<file path="config.mk">
export PLATFORM = sky130hd
export DESIGN_NAME = dmac_core
export DESIGN_NICKNAME = d
export VERILOG_FILES = /design/src/logic/dmac_pkg.sv /design/src/logic/dmac_core.sv
export SDC_FILE = /design/constraint.sdc
export NUM_CORES = 2
export LEC_CHECK = 0
export BUFFER_PORTS_ARGS = -buffer_cell sky130_fd_sc_hd__buf_2
export CORE_UTILIZATION = 40
export DETAILED_ROUTE_END_ITERATION = 16
export GPL_ROUTABILITY_DRIVEN = 0
export SLEW_MARGIN = 5
export SYNTH_ARGS = -nofsm -noshare
export SYNTH_HDL_FRONTEND = slang
export SYNTH_SLANG_ARGS = --single-unit
</file>
<file path="constraint.sdc">
create_clock -name sys_clk_i -period 3.2 [get_ports sys_clk_i]
set_input_delay 0.64 -clock sys_clk_i [delete_from_list [all_inputs] [get_ports sys_clk_i]]
set_output_delay 0.64 -clock sys_clk_i [all_outputs]
set_load 0.01 [all_outputs]
</file>
<file path="src/logic/dmac_pkg.sv">
package dmac_pkg;
  // Register select codes of a received byte
  localparam logic [1:0] DMAC_RS_CMD = 2'h0;
  localparam logic [1:0] DMAC_RS_DATA = 2'h1;
  localparam logic [1:0] DMAC_RS_DISP = 2'h2;
  // Display control command bytes
  localparam logic [7:0] DMAC_CMD_CLEAR = 8'h00;
  localparam logic [7:0] DMAC_CMD_HOME = 8'h01;
  localparam logic [5:0] DMAC_ENTRY_TAG = 6'h0A;
  localparam int DMAC_ENTRY_DIR_BIT = 1;
  localparam int DMAC_ENTRY_SHIFT_BIT = 0;
  // Memory setup commands on select code 00
  localparam logic [4:0] DMAC_BANK_TAG = 5'h02;
  localparam int DMAC_ADDR_LOAD_BIT = 7;
  // Memory bank choice encodings
  localparam logic [2:0] DMAC_BANK_TEXT = 3'h0;
  localparam logic [2:0] DMAC_BANK_GLY0 = 3'h1;
  localparam logic [2:0] DMAC_BANK_GLY2 = 3'h3;
  localparam logic [2:0] DMAC_BANK_ICON = 3'h4;
  localparam logic [2:0] DMAC_BANK_FIXED = 3'h5;
  // Sizes
  localparam int DMAC_AW = 7;
  localparam int DMAC_TXT_DEPTH = 80;
  localparam int DMAC_ICON_DEPTH = 80;
  localparam int DMAC_GLY_COLS = 3;
  localparam int DMAC_GLY_DEPTH = 128;
  localparam int DMAC_NARROW_W = 5;
  // Values
  localparam logic [7:0] DMAC_BLANK_CHAR = 8'h20;
  localparam logic [6:0] DMAC_ADDR_RST = 7'h00;
  localparam logic [6:0] DMAC_SHIFT_RST = 7'h00;
  localparam logic [6:0] DMAC_SHIFT_LAST = 7'h4F;
  localparam logic [2:0] DMAC_BANK_RST = 3'h0;
  localparam logic DMAC_DIR_RST = 1'b1;
  localparam logic DMAC_SHIFT_EN_RST = 1'b0;
endpackage

</file>
<file path="src/logic/dmac_core.sv">
// Operation
// - Read with select 01 returns addressed byte
// - Writable glyph and icon reads zero-pad bits 7..5
// - Reads follow the selected memory bank
// - Address counter steps by one after reads
// - Write with select 01 stores byte or low five
// - Writes reach only writable banks, never fixed
// - Address counter steps by one after writes
// - Clear fills every text address with 20h
// - Clear keeps address counter and step direction
// - Home zeroes address and display shift
// - Home keeps direction and shift setting
// - Entry mode sets direction and shift enable
// - Direction one increments, zero decrements address
// - Text writes shift display when enabled
// - Reads and glyph or icon writes never shift
// - Three-bit bank choice with fixed encodings
// - Seven-bit address counter, loadable, resets zero
//
// Chosen here: the placing of the registers and the plain strobed port.
`timescale 1ns/1ps
module dmac_core
  import dmac_pkg::*;
(
  input wire logic sys_clk_i, // 10 MHz clock
  input wire logic rst_n_i, // Synchronous reset, active low
  input wire logic [1:0] bus_rs_i, // Register select code of the byte
  input wire logic [7:0] bus_wdata_i, // Byte from the host
  input wire logic bus_wr_i, // Write strobe, read_not_write 0
  input wire logic bus_rd_i, // Read strobe, read_not_write 1
  input wire logic [7:0] rom_data_i, // Fixed glyph byte at rom_addr_o
  output logic [7:0] bus_rdata_o, // Read data, cycle after read strobe
  output logic [6:0] addr_o, // Address counter, also cursor position
  output logic [6:0] rom_addr_o, // Address into fixed glyph memory
  output logic [2:0] bank_o, // Memory bank choice
  output logic step_dir_o, // Step direction, 1 increments
  output logic shift_en_o, // Display shift setting
  output logic [6:0] shift_ofs_o, // Current display shift offset
  output logic [1:0] last_rs_o, // Select code of last byte
  output logic last_rnw_o // Direction of last byte
);

  // Next address after one data access; wraps modulo 128 at both ends
  // Steps even for refused writes, so the cursor stays predictable
  function automatic logic [6:0] step_addr(input logic [6:0] a, input logic up);
    step_addr = up ? a + 7'h01 : a - 7'h01;
  endfunction

  // Bank holds five-bit cells
  function automatic logic is_narrow(input logic [2:0] b);
    is_narrow = (b == DMAC_BANK_ICON) || (b >= DMAC_BANK_GLY0 && b <= DMAC_BANK_GLY2);
  endfunction

  // Control state
  logic [6:0] addr_q; // Address counter
  logic [2:0] bank_q; // Memory bank choice
  logic dir_q; // Step direction
  logic shift_en_q; // Shift setting
  logic [6:0] shift_q; // Display shift offset
  logic [7:0] rdata_q; // Registered read data
  logic [1:0] rs_q; // Latched select code
  logic rnw_q; // Latched direction

  // Storage
  logic [7:0] text_q [DMAC_TXT_DEPTH]; // Display text memory
  logic [4:0] icon_q [DMAC_ICON_DEPTH]; // Icon pixel memory
  logic [4:0] glyph_q [DMAC_GLY_COLS][DMAC_GLY_DEPTH]; // Writable glyph memory

  // Byte classification
  wire logic data_rd = bus_rd_i && bus_rs_i == DMAC_RS_DATA;
  wire logic data_wr = bus_wr_i && bus_rs_i == DMAC_RS_DATA;
  wire logic disp_wr = bus_wr_i && bus_rs_i == DMAC_RS_DISP;
  wire logic cfg_wr = bus_wr_i && bus_rs_i == DMAC_RS_CMD;
  wire logic clear_cmd = disp_wr && bus_wdata_i == DMAC_CMD_CLEAR;
  wire logic home_cmd = disp_wr && bus_wdata_i == DMAC_CMD_HOME;
  wire logic entry_cmd = disp_wr && bus_wdata_i[7:2] == DMAC_ENTRY_TAG;
  wire logic addr_cmd = cfg_wr && bus_wdata_i[DMAC_ADDR_LOAD_BIT];
  wire logic bank_cmd = cfg_wr && bus_wdata_i[7:3] == DMAC_BANK_TAG;

  // Bank decode
  wire logic sel_text = bank_q == DMAC_BANK_TEXT;
  wire logic sel_icon = bank_q == DMAC_BANK_ICON;
  wire logic sel_fixed = bank_q == DMAC_BANK_FIXED;
  wire logic sel_glyph = is_narrow(bank_q) && !sel_icon;
  wire logic [1:0] gly_col = 2'(bank_q - DMAC_BANK_GLY0);
  // Text and icon cells end at 79; higher addresses hold nothing
  wire logic txt_hit = addr_q < 7'(DMAC_TXT_DEPTH);
  wire logic icon_hit = addr_q < 7'(DMAC_ICON_DEPTH);

  // Write enables; the fixed bank and unused codes take no data
  wire logic txt_we = data_wr && sel_text && txt_hit;
  wire logic icon_we = data_wr && sel_icon && icon_hit;
  wire logic gly_we = data_wr && sel_glyph;
  wire logic [4:0] narrow_wd = bus_wdata_i[4:0];

  // Shift on text writes only, direction opposite to stepping
  wire logic shift_now = data_wr && sel_text && shift_en_q;
  wire logic [6:0] shift_left =
    (shift_q == DMAC_SHIFT_LAST) ? DMAC_SHIFT_RST : shift_q + 7'h01;
  wire logic [6:0] shift_right =
    (shift_q == DMAC_SHIFT_RST) ? DMAC_SHIFT_LAST : shift_q - 7'h01;

  // Read selection across banks
  wire logic [7:0] txt_rd = txt_hit ? text_q[addr_q] : 8'h00;
  wire logic [4:0] icon_rd = icon_hit ? icon_q[addr_q] : 5'h00;
  wire logic [4:0] gly_rd = glyph_q[gly_col][addr_q];
  wire logic [7:0] rd_sel =
    sel_text ? txt_rd :
    sel_fixed ? rom_data_i :
    sel_icon ? {3'h0, icon_rd} :
    sel_glyph ? {3'h0, gly_rd} :
    8'h00;

  // Latch select code and direction of each byte seen
  // Observation only; decoding acts on the strobe cycle itself
  always_ff @(posedge sys_clk_i) begin
    if (!rst_n_i) begin
      rs_q <= DMAC_RS_CMD;
      rnw_q <= 1'b0;
    end else if (bus_wr_i || bus_rd_i) begin
      rs_q <= bus_rs_i;
      rnw_q <= bus_rd_i;
    end
  end

  // Read data stands for one cycle only
  always_ff @(posedge sys_clk_i) begin
    if (!rst_n_i) begin
      rdata_q <= 8'h00;
    end else begin
      rdata_q <= data_rd ? rd_sel : 8'h00;
    end
  end

  // Address counter: load, home, step after each data access
  always_ff @(posedge sys_clk_i) begin
    if (!rst_n_i) begin
      addr_q <= DMAC_ADDR_RST;
    end else if (addr_cmd) begin
      addr_q <= bus_wdata_i[6:0];
    end else if (home_cmd) begin
      addr_q <= DMAC_ADDR_RST;
    end else if (data_rd || data_wr) begin
      addr_q <= step_addr(addr_q, dir_q);
    end
  end

  // Entry mode; clear and home leave these alone
  always_ff @(posedge sys_clk_i) begin
    if (!rst_n_i) begin
      dir_q <= DMAC_DIR_RST;
      shift_en_q <= DMAC_SHIFT_EN_RST;
    end else if (entry_cmd) begin
      dir_q <= bus_wdata_i[DMAC_ENTRY_DIR_BIT];
      shift_en_q <= bus_wdata_i[DMAC_ENTRY_SHIFT_BIT];
    end
  end

  // Bank choice; unused codes are stored but reach no memory
  always_ff @(posedge sys_clk_i) begin
    if (!rst_n_i) begin
      bank_q <= DMAC_BANK_RST;
    end else if (bank_cmd) begin
      bank_q <= bus_wdata_i[2:0];
    end
  end

  // Display shift offset wraps over the text depth
  always_ff @(posedge sys_clk_i) begin
    if (!rst_n_i) begin
      shift_q <= DMAC_SHIFT_RST;
    end else if (home_cmd) begin
      shift_q <= DMAC_SHIFT_RST;
    end else if (shift_now) begin
      shift_q <= dir_q ? shift_left : shift_right;
    end
  end

  // Text memory; clear blanks every cell in one cycle
  // Wide fan-out for a one-cycle clear, so the host never waits
  always_ff @(posedge sys_clk_i) begin
    if (clear_cmd) begin
      for (int i = 0; i < DMAC_TXT_DEPTH; i++) begin
        text_q[i] <= DMAC_BLANK_CHAR;
      end
    end else if (txt_we) begin
      text_q[addr_q] <= bus_wdata_i;
    end
  end

  // Icon and glyph memories keep only five bits
  always_ff @(posedge sys_clk_i) begin
    if (icon_we) begin
      icon_q[addr_q] <= narrow_wd;
    end
  end

  // One write port per column, picked by the bank code
  always_ff @(posedge sys_clk_i) begin
    if (gly_we) begin
      glyph_q[gly_col][addr_q] <= narrow_wd;
    end
  end

  // Outputs straight from flops
  assign bus_rdata_o = rdata_q;
  assign addr_o = addr_q;
  assign rom_addr_o = addr_q;
  assign bank_o = bank_q;
  assign step_dir_o = dir_q;
  assign shift_en_o = shift_en_q;
  assign shift_ofs_o = shift_q;
  assign last_rs_o = rs_q;
  assign last_rnw_o = rnw_q;
endmodule

</file>
==> flow_metrics.env <==
export IMPL_status="finished, violations left"
export IMPL_violations="setup timing"
export IMPL_relSlewSlack_pct=33.3
export IMPL_ir_drop_uv=489
export IMPL_worstSkewPairLatency_ps=950
export IMPL_synth_flop_cell="edfxtp_1"
export IMPL_design_area_um2=172000
export IMPL_antenna_found_initial=15
export IMPL_cpMaxStageDelayCell="dfxtp_4"
export IMPL_tightest_slew_ps=1000
export IMPL_avgSynthCellArea_um2=16.3
export IMPL_path_clk_slew_ps=60
export IMPL_critPathMostFrequentCell="buf_4"
export IMPL_pre_cts_slack_ps=-1110
export IMPL_grt_overflow=0
export IMPL_synth_area_um2=139000
export IMPL_h_tree_depth=5
export IMPL_ioPinCount=59
export IMPL_postLayoutSetupSlackWorst_ps=-115
export IMPL_setup_worst_path_end_class="register"
export IMPL_cts_tree="done"
export IMPL_ys_ff_latch=3381
export IMPL_die_h_um=591
export IMPL_setup_tns_final_ps=-369
export IMPL_hold_viol_final=0
export IMPL_async_reset_ff_share_pct=0
export IMPL_first_pass_iters=6
export IMPL_grt_max_degree=163
export IMPL_synth_cell_types=71
export IMPL_die_x_um=591
export IMPL_ys_seq_area_share_pct=72.9
export IMPL_crit_chain="inv_4 > ha_4 > buf_12 > bufbuf_16 > buf_4 > a211oi_4 > a21oi_1 > a41oi_1 > buf_4 > o21ai_1 > buf_4 > a2111oi_4 > buf_4 > o2111ai_4 > buf_6 > nand3_1"
export IMPL_grt_pass1_wl_um=595000
export IMPL_finClkSkew_ps=79.8
export IMPL_timing_final_max_slew_violations=0
export IMPL_dp_cells=14400
export IMPL_cts_root_buffer="clkbuf_16"
export IMPL_route_detailed_drc=0
export IMPL_final_layout_size_suffix_gt1_share_pct=26.3
export IMPL_first_iter_violations=10200
export IMPL_vias=84600
export IMPL_grt_pass1_vias=83000
export IMPL_drt_wl_total_um=418000
export IMPL_arrival_ps=4170
export IMPL_reg2reg_slack_ps=-120
export IMPL_yosysTopAreaCellShare_pct=72.4
export IMPL_syn_inst=8534
export IMPL_track_usage_pct=23.5
export IMPL_cts_buffer_depth=4
export IMPL_hold_ws_ps=85.7
export IMPL_portBuffers=58
export IMPL_power_density_nw_per_um2=568
export IMPL_ant_nets=0
export IMPL_yosysTopAreaCell="edfxtp_1"
export IMPL_drv_cap=0
export IMPL_initial_core_util_pct=40.3
export IMPL_instances_no_fill=15200
export IMPL_post_drt_wl_per_cell_um=27.6
export IMPL_fin_crit_ps=3320
export IMPL_die_area_um2=349000
export IMPL_synth_edff_count=3344
export IMPL_cts_made_buffers=358
export IMPL_ys_warn_count=0
export IMPL_fin_nets=10300
export IMPL_mostFrequentLayoutCells="edfxtp_1 (3344), buf_4 (1309), nor2_1 (935)"
export IMPL_required_ps=4060
export IMPL_rsz0062_at_grt="yes"
export IMPL_criticalPathCategory="register to register"
export IMPL_path_max_fanout=19
export IMPL_hp_class="input port to register"
export IMPL_avgViaCountPerCell=5.58
export IMPL_max_freq_mhz=302
export IMPL_synthTopCellsByArea="edfxtp_1 (72%), mux4_2 (7.1%), mux2i_1 (4.6%)"
export IMPL_cp_start_kind="register"
export IMPL_placed_area_um2=157000
export IMPL_core_area_um2=344000
export IMPL_final_common_cell="edfxtp_1"
export IMPL_slowest_delay_ps=390
export IMPL_dp_hpwl_um=280000
export IMPL_finalCritPeriodShare_pct=104
export IMPL_finalSetupViolCount=5
export IMPL_row_count=215
export IMPL_cts_sinks=3381
export IMPL_syn_to_final_growth_pct=23.7
export IMPL_cellLeakagePower_uw=0.0574
## cell families after synthesis
logic type,after synthesis,share of synthesized area [%]
flops,3381,72.9
simple gates,2207,7.52
compound gates,1211,5.48
mux,1097,11.9
buf+inv,615,2.03
fa+ha+maj,14,0.132
xor+xnor,8,0.0505
other cells,1,0.00270
## repair_timing
action / in CTS / in global routing
buffers inserted: 41 / 50
hold endpoints to repair: 4 / 0
pin swaps: 37 / 41
gates resized for setup: 205 / 145
endpoints found under the setup margin: 1917 / 110
hold buffers: 3 / 0
gates cloned: 19 / 10
## sequential cells by signal, indices dropped and copies added, names as in the netlist, named ones only
name         count
addr_o           7
text_q        1024
icon_q         400
shift_ofs_o      7
bank_o           3
step_dir_o       1
last_rnw_o       1
bus_rdata_o      8
shift_en_o       1
glyph_q       1920
last_rs_o        2
## synth_stat cells, types with 12 or more instances
cell type and instances:
edfxtp_1 3344, nor2_1 947, mux2i_1 634, and2_1 568, mux4_2 437, nand2_1 387
o21ai_0 355, clkbuf_1 349, a21oi_1 268, a211oi_1 248, o211ai_1 95, buf_2 91
or3_1 81, buf_1 75, buf_4 63, o22ai_1 59, nor3_1 40, dfxtp_1 37
nand3_1 37, nand4_1 36, a22oi_1 34, a2111oi_0 27, nor4_1 27, mux2_2 26
nor2b_1 25, buf_6 21, nand2b_1 21, a221oi_1 15, o2111ai_1 15, inv_1 14
ha_1 13, o41ai_1 12
## metal layers
layer	part of all wire [%]	track usage, %	vias to the layer above
met3	8.9	4.08	683
met2	47	37.3	4104
met1	41	32.8	43500
met5	0.0069	0	-
met4	3.6	7.77	6
li1	-	-	36400
## layout make-up
class                           instances  area [µm²]
Antenna cell                            9        22.5
Clock buffer                          432        9340
Clock inverter                        218        2370
Fill cell                           28300      172000
Inverter                               15        63.8
Multi-Input combinational cell       4921       37500
Sequential cell                      3381      101000
Tap cell                             4557        5700
Timing Repair Buffer                 1621       15300
## report_power, final
part / switching (µW) / internal [µW] / leakage [µW]
logic: 4020 / 2420 / 0.0199
registers: 163 / 49000 / 0.0318
clock network: 17300 / 24500 / 0.00568
## final timing paths
kind	start	endpoint	cells past startpoint
worst max-delay path	bank_o[0]$_SDFFE_PN0P_	bus_rdata_o[4]$_SDFF_PN0_	16
worst min-delay path	bus_wdata_i[1]	text_q[123][1]$_DFFE_PP_	1
worst max register to register	bank_o[0]$_SDFFE_PN0P_	bus_rdata_o[4]$_SDFF_PN0_	16
worst min register to register	last_rs_o[0]$_SDFFE_PN0P_	last_rs_o[0]$_SDFFE_PN0P_	2
## metrics by stage
step / utilization (%) / power, µW
after floorplan: - / 52500
final: 49.9 / 97400
after global placement: 45.5 / 55900
after global routing: 49.9 / 99700
after detailed placement: 45.5 / 56000
after CTS: 49.5 / 97600
## worst max-delay path: cells and delay by family, from the launching register on
kind,cells,cell delay [ps]
buffers and inverters,8,1420
AOI/OAI and AO/OA,6,1060
DFF,1,390
adders and majority gates,1,250
and+or+nand+nor,1,70
No activity file was read; power rests on OpenSTA's default activity.
